**src/verilog/tbmr_pkg.sv**
```systemverilog
// Package: timing constants and register map of the tape mark recognizer
package tbmr_pkg;
  // Clock rate in kHz (25 MHz)
  localparam int CLK_KHZ = 25000;
  // Times in nanoseconds
  localparam int STRETCH_NS = 4000;
  localparam int WINDOW_NS = 10000;
  localparam int GAP_NS = 15000;
  localparam int MARK_SPACING_NS = 11000;
  localparam int SPROCKET_SPACING_NS = 22000;
  // Cycle counts; stretch and window round down, gap limit rounds down
  localparam int STRETCH_CYC = (STRETCH_NS * (CLK_KHZ / 1000)) / 1000;
  localparam int WINDOW_CYC = (WINDOW_NS * (CLK_KHZ / 1000)) / 1000;
  localparam int GAP_CYC = (GAP_NS * (CLK_KHZ / 1000)) / 1000;
  localparam int TMR_W = 10;
  // Mark counter
  localparam int CNT_W = 5;
  localparam int MARK_SEEN_BIT = 3;
  localparam int MARK_FULL_BIT = 4;
  localparam logic [4:0] SEEN_COUNT = 5'h08;
  localparam logic [4:0] FULL_COUNT = 5'h18;
  // Register byte addresses
  localparam logic [7:0] ADDR_CTRL = 8'h00;
  localparam logic [7:0] ADDR_STATUS = 8'h04;
  localparam logic [7:0] ADDR_IRQ_STAT = 8'h08;
  localparam logic [7:0] ADDR_IRQ_EN = 8'h0C;
  localparam logic [7:0] ADDR_IRQ_CLR = 8'h10;
  // Control fields
  localparam int CTRL_ENABLE = 0;
  localparam int CTRL_BEGIN_DONE = 1;
  localparam int CTRL_CLEAR = 2;
  localparam logic [2:0] CTRL_RESET = 3'h0;
  // Interrupt event bits
  localparam int IRQ_W = 3;
  localparam int EV_SEEN = 0;
  localparam int EV_INTACT = 1;
  localparam int EV_FMT_ERR = 2;
  localparam logic [31:0] RD_ZERO = 32'h00000000;
endpackage

```
**src/verilog/tbmr_pulse_sync.sv**
```systemverilog
// Three-flop synchroniser with rising-edge pulse for the read channel
`timescale 1ns/1ps
`default_nettype none
module tbmr_pulse_sync (
  // Clock and reset
  input wire logic sys_clk,
  input wire logic resetn,
  // Raw pin and synchronous edge
  input wire logic pinIn,
  output logic risePulse
);
  logic [2:0] sync_ff;
  logic [2:0] nxt_sync;
  logic level_ff;
  logic nxt_level;

  ////////////////////////////////////////////////////////////////////////
  // Level changes only when the second and third stages agree
  always_comb begin
    nxt_sync = {sync_ff[1:0], pinIn};
    nxt_level = level_ff;
    if (sync_ff[1] == sync_ff[2]) begin
      nxt_level = sync_ff[2];
    end
  end

  always_ff @(posedge sys_clk or negedge resetn) begin
    if (!resetn) begin
      sync_ff <= 3'h0;
      level_ff <= 1'b0;
    end else begin
      sync_ff <= nxt_sync;
      level_ff <= nxt_level;
    end
  end

  // Rising edge of the filtered level
  assign risePulse = nxt_level & ~level_ff;
endmodule
`default_nettype wire

```
**src/verilog/tbmr_timer.sv**
```systemverilog
// Retriggerable down-counter standing in for a one-shot
`timescale 1ns/1ps
`default_nettype none
module tbmr_timer #(
  parameter int W = 10
) (
  // Clock and reset
  input wire logic sys_clk,
  input wire logic resetn,
  // Control
  input wire logic fire,
  input wire logic [W-1:0] len,
  // State
  output logic running
);
  logic [W-1:0] cnt_ff;
  logic [W-1:0] nxt_cnt;

  // Load on fire, otherwise count down to zero
  always_comb begin
    nxt_cnt = cnt_ff;
    if (fire) begin
      nxt_cnt = len;
    end else if (cnt_ff != '0) begin
      nxt_cnt = cnt_ff - 1'b1;
    end
  end

  always_ff @(posedge sys_clk or negedge resetn) begin
    if (!resetn) begin
      cnt_ff <= '0;
    end else begin
      cnt_ff <= nxt_cnt;
    end
  end

  assign running = (cnt_ff != '0);
endmodule
`default_nettype wire

```
**src/verilog/tbmr_mark_recognizer.sv**
```systemverilog
// Block mark and sprocket recognizer with AHB-Lite registers
//
// Behaviour
// Separate mark from sprocket pulses by spacing
// Beginning and end marks tested alike
// Nine contiguous pulses accept a mark
// Sixteen more contiguous pulses make it intact
// Accepted but not intact flags format error
// Windowless pulse clears the counter
// Clear held for the whole stretch
// Counting window opens after stretch ends
// Windows alternate by counter lowest bit
// Bit three set signals mark received
// Bits three and four signal intact mark
// Gap over 15 us clears counter
// Sprockets pass only while window flag set
// Seen at eight, incomplete cleared at 24
// Sprockets inhibited until beginning mark done
// Synchronise input, time with clock counters
`timescale 1ns/1ps
`default_nettype none
module tbmr_mark_recognizer #(
  parameter int TMR_W = tbmr_pkg::TMR_W
) (
  // Clock and reset
  input wire logic sys_clk,
  input wire logic resetn,
  // AHB-Lite slave
  input wire logic hsel,
  input wire logic [31:0] haddr,
  input wire logic [1:0] htrans,
  input wire logic hwrite,
  input wire logic [2:0] hsize,
  input wire logic [31:0] hwdata,
  input wire logic hready,
  output logic [31:0] hrdata,
  output logic hreadyout,
  output logic hresp,
  // Read head channel
  input wire logic headPulse,
  // Assembly unit side
  output logic markSeen,
  output logic markIntact,
  output logic formatError,
  output logic sprocketPulse,
  output logic irq
);
  ////////////////////////////////////////////////////////////////////////
  // Input edge detection
  logic pulseEdge;

  tbmr_pulse_sync u_sync (
    .sys_clk(sys_clk),
    .resetn(resetn),
    .pinIn(headPulse),
    .risePulse(pulseEdge)
  );

  ////////////////////////////////////////////////////////////////////////
  // Register state
  logic [2:0] ctrl_ff, nxt_ctrl;
  logic [tbmr_pkg::IRQ_W-1:0] irqStat_ff, nxt_irqStat;
  logic [tbmr_pkg::IRQ_W-1:0] irqEn_ff, nxt_irqEn;
  logic [31:0] hrdata_ff, nxt_hrdata;
  logic irq_ff, nxt_irq;
  logic wrPend_ff, nxt_wrPend;
  logic [7:0] wrAddr_ff, nxt_wrAddr;

  // Recognizer state
  logic [tbmr_pkg::CNT_W-1:0] cnt_ff, nxt_cnt;
  logic clrHold_ff, nxt_clrHold;
  logic stretchRun_d_ff;
  logic seen_ff, nxt_seen;
  logic intact_ff, nxt_intact;
  logic incomplete_ff, nxt_incomplete;
  logic fmtErr_ff, nxt_fmtErr;
  logic sprWin_ff, nxt_sprWin;
  logic sprOut_ff, nxt_sprOut;
  logic [TMR_W-1:0] gap_ff, nxt_gap;
  logic gapStale_ff, nxt_gapStale;

  logic stretchRun, evenRun, oddRun;
  logic stretchEnd, windowOpen, fireEven, fireOdd;
  logic enable, beginDone, swClear;
  logic evSeen, evIntact, evFmt;

  assign enable = ctrl_ff[tbmr_pkg::CTRL_ENABLE];
  assign beginDone = ctrl_ff[tbmr_pkg::CTRL_BEGIN_DONE];
  assign swClear = ctrl_ff[tbmr_pkg::CTRL_CLEAR];

  ////////////////////////////////////////////////////////////////////////
  // Three one-shot replacements
  tbmr_timer #(.W(TMR_W)) u_stretch (
    .sys_clk(sys_clk),
    .resetn(resetn),
    .fire(pulseEdge & enable),
    .len(TMR_W'(tbmr_pkg::STRETCH_CYC)),
    .running(stretchRun)
  );

  // Stretch end arms one window, picked by counter bit zero
  assign stretchEnd = stretchRun_d_ff & ~stretchRun;
  assign fireEven = stretchEnd & ~cnt_ff[0];
  assign fireOdd = stretchEnd & cnt_ff[0];

  tbmr_timer #(.W(TMR_W)) u_even (
    .sys_clk(sys_clk),
    .resetn(resetn),
    .fire(fireEven),
    .len(TMR_W'(tbmr_pkg::WINDOW_CYC)),
    .running(evenRun)
  );

  tbmr_timer #(.W(TMR_W)) u_odd (
    .sys_clk(sys_clk),
    .resetn(resetn),
    .fire(fireOdd),
    .len(TMR_W'(tbmr_pkg::WINDOW_CYC)),
    .running(oddRun)
  );

  // Either window open lets a pulse count; 11 us marks land inside,
  // 22 us sprockets fall outside and clear
  assign windowOpen = evenRun | oddRun;

  ////////////////////////////////////////////////////////////////////////
  // Mark counter and flags; same tests for begin and end marks
  always_comb begin
    nxt_cnt = cnt_ff;
    nxt_clrHold = clrHold_ff;
    nxt_seen = seen_ff;
    nxt_intact = intact_ff;
    nxt_incomplete = incomplete_ff;
    nxt_fmtErr = fmtErr_ff;
    nxt_gap = gap_ff;
    nxt_gapStale = gapStale_ff;
    evSeen = 1'b0;
    evIntact = 1'b0;
    evFmt = 1'b0;
    // Interval since last pulse, saturating
    if (pulseEdge) begin
      nxt_gap = '0;
      nxt_gapStale = 1'b0;
    end else if (gap_ff != TMR_W'(tbmr_pkg::GAP_CYC)) begin
      nxt_gap = gap_ff + 1'b1;
    end else begin
      nxt_gapStale = 1'b1;
    end
    if (!stretchRun) begin
      nxt_clrHold = 1'b0;
    end
    if (pulseEdge && enable) begin
      if (!windowOpen || gapStale_ff) begin
        nxt_cnt = '0;
        nxt_clrHold = 1'b1;
      end else if (!clrHold_ff) begin
        nxt_cnt = cnt_ff + 1'b1;
      end
    end
    // Held clear overrides any count disturbance
    if (clrHold_ff) begin
      nxt_cnt = '0;
    end
    // Nine pulses means counter value 8: bit three set
    if (cnt_ff[tbmr_pkg::MARK_SEEN_BIT] && !seen_ff) begin
      nxt_seen = 1'b1;
      nxt_incomplete = 1'b1;
      evSeen = 1'b1;
    end
    // Twenty-five pulses means counter value 24: bits three and four
    if (cnt_ff[tbmr_pkg::MARK_SEEN_BIT] && cnt_ff[tbmr_pkg::MARK_FULL_BIT]
        && incomplete_ff) begin
      nxt_incomplete = 1'b0;
      nxt_intact = 1'b1;
      evIntact = 1'b1;
    end
    // Counter fell back before the full mark: format error
    if (seen_ff && incomplete_ff && nxt_cnt == '0 && cnt_ff != '0) begin
      nxt_incomplete = 1'b0;
      nxt_fmtErr = 1'b1;
      evFmt = 1'b1;
    end
    if (swClear || !enable) begin
      nxt_cnt = '0;
      nxt_seen = 1'b0;
      nxt_intact = 1'b0;
      nxt_incomplete = 1'b0;
      nxt_fmtErr = 1'b0;
    end
  end

  always_ff @(posedge sys_clk or negedge resetn) begin
    if (!resetn) begin
      cnt_ff <= '0;
      clrHold_ff <= 1'b0;
      stretchRun_d_ff <= 1'b0;
      seen_ff <= 1'b0;
      intact_ff <= 1'b0;
      incomplete_ff <= 1'b0;
      fmtErr_ff <= 1'b0;
      gap_ff <= '0;
      gapStale_ff <= 1'b1;
    end else begin
      cnt_ff <= nxt_cnt;
      clrHold_ff <= nxt_clrHold;
      stretchRun_d_ff <= stretchRun;
      seen_ff <= nxt_seen;
      intact_ff <= nxt_intact;
      incomplete_ff <= nxt_incomplete;
      fmtErr_ff <= nxt_fmtErr;
      gap_ff <= nxt_gap;
      gapStale_ff <= nxt_gapStale;
    end
  end

  ////////////////////////////////////////////////////////////////////////
  // Sprocket gating: flag set by software once begin mark is processed
  always_comb begin
    nxt_sprWin = enable & beginDone;
    nxt_sprOut = pulseEdge & sprWin_ff & enable;
  end

  always_ff @(posedge sys_clk or negedge resetn) begin
    if (!resetn) begin
      sprWin_ff <= 1'b0;
      sprOut_ff <= 1'b0;
    end else begin
      sprWin_ff <= nxt_sprWin;
      sprOut_ff <= nxt_sprOut;
    end
  end

  ////////////////////////////////////////////////////////////////////////
  // AHB-Lite slave, zero wait states, always OKAY
  function automatic logic isReg(input logic [7:0] a);
    isReg = (a == tbmr_pkg::ADDR_CTRL) || (a == tbmr_pkg::ADDR_STATUS)
         || (a == tbmr_pkg::ADDR_IRQ_STAT) || (a == tbmr_pkg::ADDR_IRQ_EN)
         || (a == tbmr_pkg::ADDR_IRQ_CLR);
  endfunction

  logic addrOk, rdReq, wrReq;
  logic [tbmr_pkg::IRQ_W-1:0] clrBits, evBits;
  assign addrOk = hsel && hready && htrans[1];
  assign rdReq = addrOk && !hwrite;
  assign wrReq = addrOk && hwrite;
  assign evBits = {evFmt, evIntact, evSeen};

  always_comb begin
    nxt_wrPend = wrReq;
    nxt_wrAddr = wrReq ? haddr[7:0] : wrAddr_ff;
    nxt_ctrl = ctrl_ff;
    nxt_irqEn = irqEn_ff;
    clrBits = '0;
    if (wrPend_ff) begin
      unique case (wrAddr_ff)
        tbmr_pkg::ADDR_CTRL: nxt_ctrl = hwdata[2:0];
        tbmr_pkg::ADDR_IRQ_EN: nxt_irqEn = hwdata[tbmr_pkg::IRQ_W-1:0];
        tbmr_pkg::ADDR_IRQ_CLR: clrBits = hwdata[tbmr_pkg::IRQ_W-1:0];
        default: ;
      endcase
    end
    // Software clear is a self-clearing strobe
    if (swClear && !(wrPend_ff && wrAddr_ff == tbmr_pkg::ADDR_CTRL)) begin
      nxt_ctrl[tbmr_pkg::CTRL_CLEAR] = 1'b0;
    end
    // Set wins over clear
    nxt_irqStat = (irqStat_ff & ~clrBits) | evBits;
    nxt_irq = |(nxt_irqStat & nxt_irqEn);
    nxt_hrdata = tbmr_pkg::RD_ZERO;
    if (rdReq && isReg(haddr[7:0])) begin
      unique case (haddr[7:0])
        tbmr_pkg::ADDR_CTRL: nxt_hrdata = {29'h0, ctrl_ff};
        tbmr_pkg::ADDR_STATUS: nxt_hrdata = {22'h0, cnt_ff, sprWin_ff,
          incomplete_ff, fmtErr_ff, intact_ff, seen_ff};
        tbmr_pkg::ADDR_IRQ_STAT: nxt_hrdata = {29'h0, irqStat_ff};
        tbmr_pkg::ADDR_IRQ_EN: nxt_hrdata = {29'h0, irqEn_ff};
        default: nxt_hrdata = tbmr_pkg::RD_ZERO;
      endcase
    end
  end

  always_ff @(posedge sys_clk or negedge resetn) begin
    if (!resetn) begin
      ctrl_ff <= tbmr_pkg::CTRL_RESET;
      irqStat_ff <= '0;
      irqEn_ff <= '0;
      hrdata_ff <= 32'h00000000;
      irq_ff <= 1'b0;
      wrPend_ff <= 1'b0;
      wrAddr_ff <= 8'h00;
    end else begin
      ctrl_ff <= nxt_ctrl;
      irqStat_ff <= nxt_irqStat;
      irqEn_ff <= nxt_irqEn;
      hrdata_ff <= nxt_hrdata;
      irq_ff <= nxt_irq;
      wrPend_ff <= nxt_wrPend;
      wrAddr_ff <= nxt_wrAddr;
    end
  end

  ////////////////////////////////////////////////////////////////////////
  // Outputs straight from flops, except hreadyout and hresp, which are tied constant
  assign hrdata = hrdata_ff;
  assign hreadyout = 1'b1;
  assign hresp = 1'b0;
  assign markSeen = seen_ff;
  assign markIntact = intact_ff;
  assign formatError = fmtErr_ff;
  assign sprocketPulse = sprOut_ff;
  assign irq = irq_ff;
endmodule
`default_nettype wire

```
**config.mk**
```make
export PLATFORM = sky130hd
export DESIGN_NAME = tbmr_mark_recognizer
export DESIGN_NICKNAME = d
export VERILOG_FILES = /design/src/verilog/tbmr_pkg.sv /design/src/verilog/tbmr_pulse_sync.sv /design/src/verilog/tbmr_timer.sv /design/src/verilog/tbmr_mark_recognizer.sv
export SDC_FILE = /design/constraint.sdc
export NUM_CORES = 1
export LEC_CHECK = 0
export BUFFER_PORTS_ARGS = -buffer_cell sky130_fd_sc_hd__buf_4
export CORE_ASPECT_RATIO = 0.5
export CORE_MARGIN = 5
export CORE_UTILIZATION = 59
export CTS_BUF_LIST = sky130_fd_sc_hd__clkbuf_4
export CTS_CLUSTER_DIAMETER = 40
export DETAILED_ROUTE_END_ITERATION = 10
export HOLD_SLACK_MARGIN = 0.05
export PLACE_DENSITY = 0.88
export SLEW_MARGIN = 15
export SYNTH_ARGS = -nofsm -noshare
export SYNTH_HDL_FRONTEND = slang
export SYNTH_SLANG_ARGS = --single-unit
```
**constraint.sdc**
```tcl
create_clock -name sys_clk -period 4.58 [get_ports sys_clk]
set_clock_uncertainty 0.05 [all_clocks]
set_input_delay 0.458 -clock sys_clk [delete_from_list [all_inputs] [get_ports sys_clk]]
set_output_delay 0.458 -clock sys_clk [all_outputs]
set_load 0.02 [all_outputs]
```
==> flow_summary.json, run 1 <==
{
  "status": "finished clean",
  "h-tree-depth": 3,
  "synth-edff-count": 0,
  "end_kind": "flip-flop",
  "initial_core_util": 0.620,
  "worstPathRequired_ns": 4.88,
  "synthTopCellsByArea": "dfrtp_1 (51%), nand2_1 (5.2%), buf_4 (4.3%), nor2_1 (4.3%), xor2_1 (2.9%)",
  "vias": 3098,
  "fin_setup_tns_ns": 0,
  "drv_cap": 0,
  "final_util": 0.685,
  "crit_type": "flip-flop to flip-flop",
  "cts-buffers-inserted": 9,
  "crit_slowest_cell": "nor4b_1",
  "grt_overflow": 0,
  "p_per_area_mw_per_mm2": 475,
  "io_pins": 114,
  "fill_cells": 488,
  "max_freq_mhz": 385,
  "wl_per_cell_um": 14.8,
  "drv_slew": 0,
  "rsz0062_at_grt": "no",
  "areaGrowthSynthToFinish_pct": 10.5,
  "hpwl_mm": 5.62,
  "finalSetupViolCount": 0,
  "yosys.area.top_type": "dfrtp_1",
  "clkTransAtPathRegs_ns": 0.13,
  "hold_class": "primary input to flip-flop",
  "via_per_inst": 5.56,
  "cts_sinks": 87,
  "postSynthCellCount": 424,
  "numPortBuffers": 32,
  "critPathLaunchType": "flip-flop",
  "placed_cell_area_mm2": 0.00446,
  "p_leak_nw": 2.20,
  "syn_area_per_cell_um2": 9.99,
  "arrival_ns": 2.90,
  "synth_top_area_share": 0.508,
  "min_period_over_period": 0.567,
  "die_x_um": 130,
  "postCtsSetupRepairBufs": 0,
  "cp_slowest_stage_delay_ns": 0.48,
  "synthArstFlopShare": 1.00,
  "post-route-drc-count": 0,
  "cts_tree": "done",
  "diodes": 0,
  "antenna_found_initial": 0,
  "synth_seq_cells": 87,
  "crit_fanout": 9,
  "hold_viol_final": 0,
  "yosysSeqAreaShare": 0.514,
  "final_nets": 543,
  "ant_nets": 0,
  "grt_start_max_net_pins": 88,
  "worst_pin_slew_ns": 0.848,
  "core_area_mm2": 0.00683,
  "die-area_mm2": 0.00908,
  "first_global_vias": 3019,
  "ys_warn_count": 0,
  "grt_first_pass_wirelength_mm": 14.0,
  "track_usage": 0.187,
  "yosys.cell_types.count": 55,
  "die_h_um": 69.9,
  "cts-resized-gates": 0,
  "drt_pass1_iterations": 4,
  "final_area_mm2": 0.00468,
  "globalplace.congestion": 0.808,
  "ir_drop_v": 0.000232,
  "ys.flop_type": "dfrtp_1",
  "fp-row-count": 21,
  "yosysMostFrequentCell": "dfrtp_1",
  "period_needed_ns": 2.60,
  "hold_ws_ns": 0.170,
  "relSlewSlack": 0.429,
  "drt-total-wl_mm": 8.23,
  "regArea_mm2": 0.00218,
  "yosys-top-cells-count": "dfrtp_1 (86), nand2_1 (59), nor2_1 (48)",
  "drive_above_1_share": 0.144,
  "syn_area_mm2": 0.00424,
  "critPathBufInv": 1,
  "multi_input_area_mm2": 0.00186,
  "cts_root_buf": "clkbuf_4",
  "drtIter0Drc": 277,
  "clk_path_buf_depth": 2,
  "clkLatencyLatePin_ns": 0.44,
  "critPathTopFamily": "simple AND/OR/NAND/NOR gates",
  "crit_chain": "inv_1, ha_1, nor4b_1, nand3_1, o31ai_2, a221oi_1, o211ai_1"
}
==> sequential cells by signal (all words and copies together), names as in the netlist <==
signal and flops:
u_even.cnt_ff 10, markIntact 1, u_sync.level_ff 1, markSeen 1
ctrl_ff 3, irqEn_ff 3, u_sync.sync_ff 3, cnt_ff 5
formatError 1, u_odd.cnt_ff 10, clrHold_ff 1, irqStat_ff 3
irq 1, wrAddr_ff 8, wrPend_ff 1, incomplete_ff 1
hrdata 10, u_stretch.cnt_ff 10, sprWin_ff 1, stretchRun_d_ff 1
gapStale_ff 1, sprocketPulse 1, gap_ff 10
==> power breakdown <==
part	switching, mW	internal, mW	leakage [nW]
combinational	0.326	0.250	0.994
clock	0.259	0.273	0.0933
sequential	0.172	0.946	1.11
total	0.757	1.47	2.20
==> tightest hold or removal path, stage by stage <==
cell and delay (ns):
buf_4 0.09, nand2_1 0.04, nand2_1 0.04
==> layout by cell type, fill, tap and decap left out, types with 2 or more instances in the layout <==
cell and count:
dfrtp_1 86, nand2_1 59, nor2_1 48, buf_4 32, conb_1 24, inv_1 15
nand3_1 15, a21oi_1 15, xor2_1 14, nor3_1 10, o21ai_0 10, and2_1 9
clkbuf_4 9, nand4_1 8, ha_1 8, mux2i_1 7, or4_1 6, mux2_2 6
or3_1 6, xnor2_1 6, nand2b_1 5, nor4b_1 5, nor2b_1 5, and3_1 5
nor4_1 4, o211ai_1 4, nor3b_1 3, mux4_2 3, bufinv_16 3, or2_2 2
nand4b_1 2, clkinv_1 2, a211o_1 2, clkinv_2 2, dlygate4sd3_1 2
==> metal layers <==
layer | global-route usage | up-vias | wire length, um
met5 | 0 | - | 0
met2 | 0.314 | 107 | 4050
met1 | 0.252 | 1505 | 3600
met3 | 0.0404 | 11 | 479
li1 | - | 1475 | -
met4 | 0.0403 | 0 | 90
==> metrics by stage <==
stage	cells	power, mW	setup WS (ns)
6_report	557	2.23	1.98
3_5_place_dp	538	1.69	2.07
3_3_place_gp	538	1.64	2.10
2_1_floorplan	446	1.55	2.56
4_1_cts	554	2.23	2.01
5_1_grt	557	2.38	1.84
==> layout make-up <==
| class | count | area share |
|---|---|---|
| inverters | 17 | 0.0136 |
| clock inverters | 7 | 0.0238 |
| multi-input cells | 310 | 0.398 |
| well taps | 92 | 0.0246 |
| repair buffers | 35 | 0.0599 |
| flip-flops and latches | 87 | 0.465 |
| clock buffers | 9 | 0.0144 |
==> timing repair <==
action | CTS | global route
endpoints found under the hold margin | 0 | 40
setup endpoints to repair | 0 | 0
hold buffers | 0 | 2
==> path summary, 6_finish.rpt <==
| path | start | end | slack, ns | cells past startpoint |
|---|---|---|---|---|
| max in group asynchronous | resetn | gapStale_ff | 3.35 | 3 |
| min reg2reg | u_sync.sync_ff[0] | u_sync.sync_ff[1] | 0.32 | 0 |
| max reg2reg | u_even.cnt_ff[0] | irq | 1.98 | 7 |
| min | haddr[1] | wrAddr_ff[1] | 0.17 | 3 |
| max | u_even.cnt_ff[0] | irq | 1.98 | 7 |
| min in group asynchronous | resetn | hrdata[0] | 0.47 | 2 |
==> logic make-up (layout without fill, tap and decap cells) <==
| group | Yosys count | count (layout) | share of synthesized area |
|---|---|---|---|
| AND/OR/NAND/NOR | 200 | 200 | 0.241 |
| other | 2 | 24 | 0.00177 |
| AO/OA/AOI/OAI | 41 | 41 | 0.0620 |
| multiplexers | 16 | 16 | 0.0484 |
| buffers and inverters | 49 | 68 | 0.0650 |
| adder cells (fa/ha/maj) | 9 | 9 | 0.0260 |
| XOR/XNOR | 20 | 20 | 0.0414 |
| flip-flops | 87 | 87 | 0.514 |
(Power assumes the default switching activity.)
==> inputs of run 2 (changes only) <==
--- a/config.mk
+++ b/config.mk
@@ -8,12 +8,12 @@
 export BUFFER_PORTS_ARGS = -buffer_cell sky130_fd_sc_hd__buf_4
 export CORE_ASPECT_RATIO = 0.5
 export CORE_MARGIN = 5
-export CORE_UTILIZATION = 59
+export CORE_UTILIZATION = 49
 export CTS_BUF_LIST = sky130_fd_sc_hd__clkbuf_4
 export CTS_CLUSTER_DIAMETER = 40
 export DETAILED_ROUTE_END_ITERATION = 10
 export HOLD_SLACK_MARGIN = 0.05
-export PLACE_DENSITY = 0.88
+export PLACE_DENSITY = 0.78
 export SLEW_MARGIN = 15
 export SYNTH_ARGS = -nofsm -noshare
 export SYNTH_HDL_FRONTEND = slang
==> constraint.sdc (replaced) <==
create_clock -name sys_clk -period 2.2 [get_ports sys_clk]
set_clock_uncertainty 0.05 [all_clocks]
set_input_delay 0.22 -clock sys_clk [delete_from_list [all_inputs] [get_ports sys_clk]]
set_output_delay 0.22 -clock sys_clk [all_outputs]
set_load 0.02 [all_outputs]
==> run 2 against run 1 <==
Register-to-register slack got worse by 1.9 ns. Wire length barely moved. Critical path depth did not move. Via count increased by 0.16%. Final cell count grew 9.7%. Critical path type is now primary input to flip-flop. Largest power group unchanged.
==> flow_summary.json, run 2 (synthesis gave the netlist of run 1 again) <==
{
  "status": "finished clean",
  "fin_total_pwr_mw": 4.44,
  "arrival_ns": 2.46,
  "critPathLaunchType": "primary input",
  "die_h_um": 75.7,
  "dp_cells": 582,
  "numPortBuffers": 32,
  "rsz0062_at_grt": "no",
  "core_area_mm2": 0.00856,
  "max_freq_mhz": 469,
  "crit_chain": "dlygate4sd3_1, buf_4, nor4_1, nand4_1, or4_1, nor3b_2, and2_1",
  "clkLatencyLatePin_ns": 0.45,
  "cts_tree": "done",
  "antenna_found_initial": 0,
  "p_leak_nw": 2.32,
  "multi_input_area_mm2": 0.00188,
  "hpwl_mm": 5.72,
  "initial_core_util": 0.495,
  "diodes": 0,
  "p_per_area_mw_per_mm2": 900,
  "grt_overflow": 0,
  "final_area_mm2": 0.00493,
  "h-tree-depth": 3,
  "cts_root_buf": "clkbuf_4",
  "post-route-drc-count": 0,
  "ant_nets": 0,
  "globalplace.congestion": 0.812,
  "wl_per_cell_um": 13.5,
  "placed_cell_area_mm2": 0.00465,
  "postCtsSetupRepairBufs": 0,
  "final_util": 0.576,
  "ir_drop_v": 0.000395,
  "fill_cells": 726,
  "drtIter0Drc": 182,
  "areaGrowthSynthToFinish_pct": 16.4,
  "fin_setup_tns_ns": 0,
  "final_common_cell": "dfrtp_1",
  "drive_above_1_share": 0.180,
  "critPathBufInv": 2,
  "die-area_mm2": 0.0107,
  "final_nets": 572,
  "hold_ws_ns": 0.180,
  "cts_sinks": 87,
  "final_cell_mix": "dfrtp_1 (86), nand2_1 (59), buf_4 (50), nor2_1 (48), conb_1 (24)",
  "fin_ws_ns": 0.0671,
  "period_needed_ns": 2.13,
  "grt_start_max_net_pins": 57,
  "drv_cap": 0,
  "finalSetupViolCount": 0,
  "post-place-ws_ns": 0.136,
  "clk_path_buf_depth": 2,
  "stdcell_count": 611,
  "crit_fanout": 7,
  "clkTransAtPathRegs_ns": 0.14,
  "track_usage": 0.166,
  "min_period_over_period": 0.970,
  "io_pins": 114,
  "fp-row-count": 24,
  "regArea_mm2": 0.00218,
  "drt-total-wl_mm": 8.22,
  "hold_viol_final": 0,
  "first_global_vias": 3008,
  "cts-buffers-inserted": 9,
  "via_per_inst": 5.08,
  "relSlewSlack": 0.528,
  "die_x_um": 141,
  "hold_class": "primary input to flip-flop",
  "crit_slowest_cell": "dlygate4sd3_1",
  "worst_pin_slew_ns": 0.709,
  "critPathTopFamily": "simple AND/OR/NAND/NOR gates",
  "vias": 3103,
  "grt_first_pass_wirelength_mm": 14.0,
  "drt_pass1_iterations": 4,
  "cp_slowest_stage_delay_ns": 0.53,
  "worstPathRequired_ns": 2.53,
  "end_kind": "flip-flop",
  "crit_type": "primary input to flip-flop",
  "drv_slew": 0
}
[run 2: changes by cell type in the layout (fill, tap and decap cells not counted), sizes merged]
| cell | previous run | this run |
|---|---|---|
| clkbuf | 9 | 11 |
| dlygate4sd3 | 2 | 13 |
| buf | 33 | 51 |
| bufinv | 3 | 1 |
[run 2: layer usage]
| layer | part of all wire | GRT usage |
|---|---|---|
| met1 | 0.47 | 0.211 |
| met2 | 0.47 | 0.279 |
| met3 | 0.053 | 0.0495 |
| met4 | 0.011 | 0.0585 |
| met5 | 0 | 0 |
[run 2: power breakdown]
part	switching, mW	total (mW)	internal (mW)
Clock	0.516	0.881	0.365
Sequential	0.340	2.31	1.97
Combinational	0.679	1.25	0.569
[run 2: final cells by class]
type | count | area share
sequential | 87 | 0.442
multi-input combinational | 310 | 0.382
timing repair buffer | 64 | 0.107
tap | 117 | 0.0297
clock buffer | 11 | 0.0167
inverter | 17 | 0.0129
clock inverter | 5 | 0.0104
[run 2: tightest hold or removal path: stages]
cell and delay, ns:
buf_4 0.11, nand4_1 0.07, or4_1 0.19, nor2b_1 0.06
[run 2: final timing paths]
check | slack, ns | cells past startpoint | end | start
max in group asynchronous | 1.17 | 3 | cnt_ff[3] | resetn
hold reg to reg | 0.31 | 0 | u_sync.sync_ff[1] | u_sync.sync_ff[0]
min in group asynchronous | 0.30 | 2 | gap_ff[9] | resetn
setup / recovery | 0.07 | 7 | hrdata[6] | haddr[1]
hold / removal | 0.18 | 4 | hrdata[1] | hready
setup reg to reg | 0.12 | 5 | u_even.cnt_ff[0] | u_stretch.cnt_ff[3]
[run 2: repair_timing]
item / in CTS / in global routing
endpoints found under the hold margin: 73 / 0
setup endpoints to repair: 0 / 2
gates resized for setup: 0 / 4
hold buffers: 13 / 0
==> inputs of run 3 (changes only) <==
--- a/config.mk
+++ b/config.mk
@@ -8,12 +8,12 @@
 export BUFFER_PORTS_ARGS = -buffer_cell sky130_fd_sc_hd__buf_4
 export CORE_ASPECT_RATIO = 0.5
 export CORE_MARGIN = 5
-export CORE_UTILIZATION = 49
+export CORE_UTILIZATION = 45
 export CTS_BUF_LIST = sky130_fd_sc_hd__clkbuf_4
 export CTS_CLUSTER_DIAMETER = 40
 export DETAILED_ROUTE_END_ITERATION = 10
 export HOLD_SLACK_MARGIN = 0.05
-export PLACE_DENSITY = 0.78
+export PLACE_DENSITY = 0.73
 export SLEW_MARGIN = 15
 export SYNTH_ARGS = -nofsm -noshare
 export SYNTH_HDL_FRONTEND = slang
==> run 3 against run 2 <==
Register-to-register slack gained 0.06 ns. Critical path depth is the same. Die area grew 8.0%. Wire length shrank 2.0%. Total power grew 0.32%.
==> flow_summary.json, run 3 (synthesis gave the netlist of run 1 again) <==
{
  "fin_setup_tns_ns": 0,
  "h-tree-depth": 3,
  "drive_above_1_share": 0.181,
  "diodes": 0,
  "initial_core_util": 0.454,
  "hold_ws_ns": 0.216,
  "critPathBufInv": 2,
  "drv_cap": 0,
  "cp_slowest_stage_delay_ns": 0.56,
  "crit_chain": "dlygate4sd3_1, buf_4, nor4_1, nand4_1, or4_1, nor3b_4, and2_1",
  "clkTransAtPathRegs_ns": 0.13,
  "postCtsSetupRepairBufs": 0,
  "io_pins": 114,
  "areaGrowthSynthToFinish_pct": 16.6,
  "drv_slew": 0,
  "first_global_vias": 3071,
  "via_per_inst": 5.07,
  "finalSetupViolCount": 0,
  "period_needed_ns": 2.10,
  "crit_type": "primary input to flip-flop",
  "worstPathRequired_ns": 2.51,
  "end_kind": "flip-flop",
  "cts-buffers-inserted": 9,
  "final_nets": 572,
  "hpwl_mm": 5.89,
  "final_common_cell": "dfrtp_1",
  "drt_pass1_iterations": 4,
  "track_usage": 0.152,
  "critPathLaunchType": "primary input",
  "rsz0062_at_grt": "no",
  "vias": 3111,
  "p_leak_nw": 2.32,
  "grt_first_pass_wirelength_mm": 14.1,
  "grt_start_max_net_pins": 37,
  "min_period_over_period": 0.955,
  "die-area_mm2": 0.0116,
  "ir_drop_v": 0.000268,
  "core_area_mm2": 0.00932,
  "grt_overflow": 0,
  "cts_root_buf": "clkbuf_4",
  "status": "finished clean",
  "die_h_um": 78.6,
  "hold_viol_final": 0,
  "crit_fanout": 7,
  "drtIter0Drc": 178,
  "fill_cells": 845,
  "arrival_ns": 2.41,
  "numPortBuffers": 32,
  "cts_sinks": 87,
  "clk_path_buf_depth": 2,
  "clkLatencyLatePin_ns": 0.43,
  "hold_class": "primary input to asynchronous set/reset pin",
  "wl_per_cell_um": 13.1,
  "final_cell_mix": "dfrtp_1 (86), nand2_1 (59), buf_4 (50), nor2_1 (48), conb_1 (24)",
  "post-route-drc-count": 0,
  "antenna_found_initial": 0,
  "crit_slowest_cell": "or4_1",
  "die_x_um": 147,
  "max_freq_mhz": 476,
  "critPathTopFamily": "simple AND/OR/NAND/NOR gates",
  "drt-total-wl_mm": 8.05,
  "p_per_area_mw_per_mm2": 902,
  "cts_tree": "done",
  "ant_nets": 0,
  "globalplace.congestion": 0.835,
  "fp-row-count": 25
}
-- run 3: final timing paths --
path / start / end / slack, ns / cells after the start
hold / removal: resetn / gap_ff[7] / 0.22 / 2
max in group asynchronous: resetn / sprocketPulse / 1.29 / 3
setup reg to reg: u_stretch.cnt_ff[3] / u_even.cnt_ff[0] / 0.18 / 5
min in group sys_clk: hready / hrdata[0] / 0.27 / 4
hold reg to reg: u_sync.sync_ff[0] / u_sync.sync_ff[1] / 0.31 / 0
setup / recovery: haddr[1] / hrdata[6] / 0.1 / 7
-- run 3: area by class of cell --
type                            count  area, um^2  area share
Timing Repair Buffer               64         526       0.106
Clock inverter                      4        47.5     0.00963
Tap cell                          121         151      0.0307
Inverter                           17        63.8      0.0129
Clock buffer                       11        82.6      0.0167
Sequential cell                    87        2180       0.441
Multi-Input combinational cell    310        1890       0.382
-- run 3: layer usage --
layer	wire [um]	track usage	vias up
met2	3830	0.252	75
met5	0	0	-
met1	3720	0.195	1495
met4	121	0.0493	0
li1	-	-	1530
met3	383	0.0409	11
-- run 3: where the power goes --
part | internal [mW] | switching [mW]
clock | 0.363 | 0.506
combinational | 0.589 | 0.693
sequential | 1.97 | 0.331
total | 2.92 | 1.53
-- run 3: through the flow --
| step | util | cells | instance area, um^2 | setup WS (ns) | power [mW] |
|---|---|---|---|---|---|
| floorplan | - | 446 | 4320 | 0.176 | 3.22 |
| global placement | 0.499 | 586 | 4650 | 0.0979 | 3.51 |
| detailed placement | 0.499 | 586 | 4650 | 0.0854 | 3.58 |
| CTS | 0.527 | 614 | 4910 | 0.0420 | 4.48 |
| global route | 0.530 | 614 | 4940 | 0.00632 | 4.81 |
| finish | 0.530 | 614 | 4940 | 0.0999 | 4.45 |
-- run 3: repair_timing --
| action | CTS | global route |
|---|---|---|
| hold buffers | 13 | 0 |
| gates resized for setup | 0 | 5 |
| setup endpoints to repair | 0 | 26 |
| endpoints found under the hold margin | 59 | 0 |
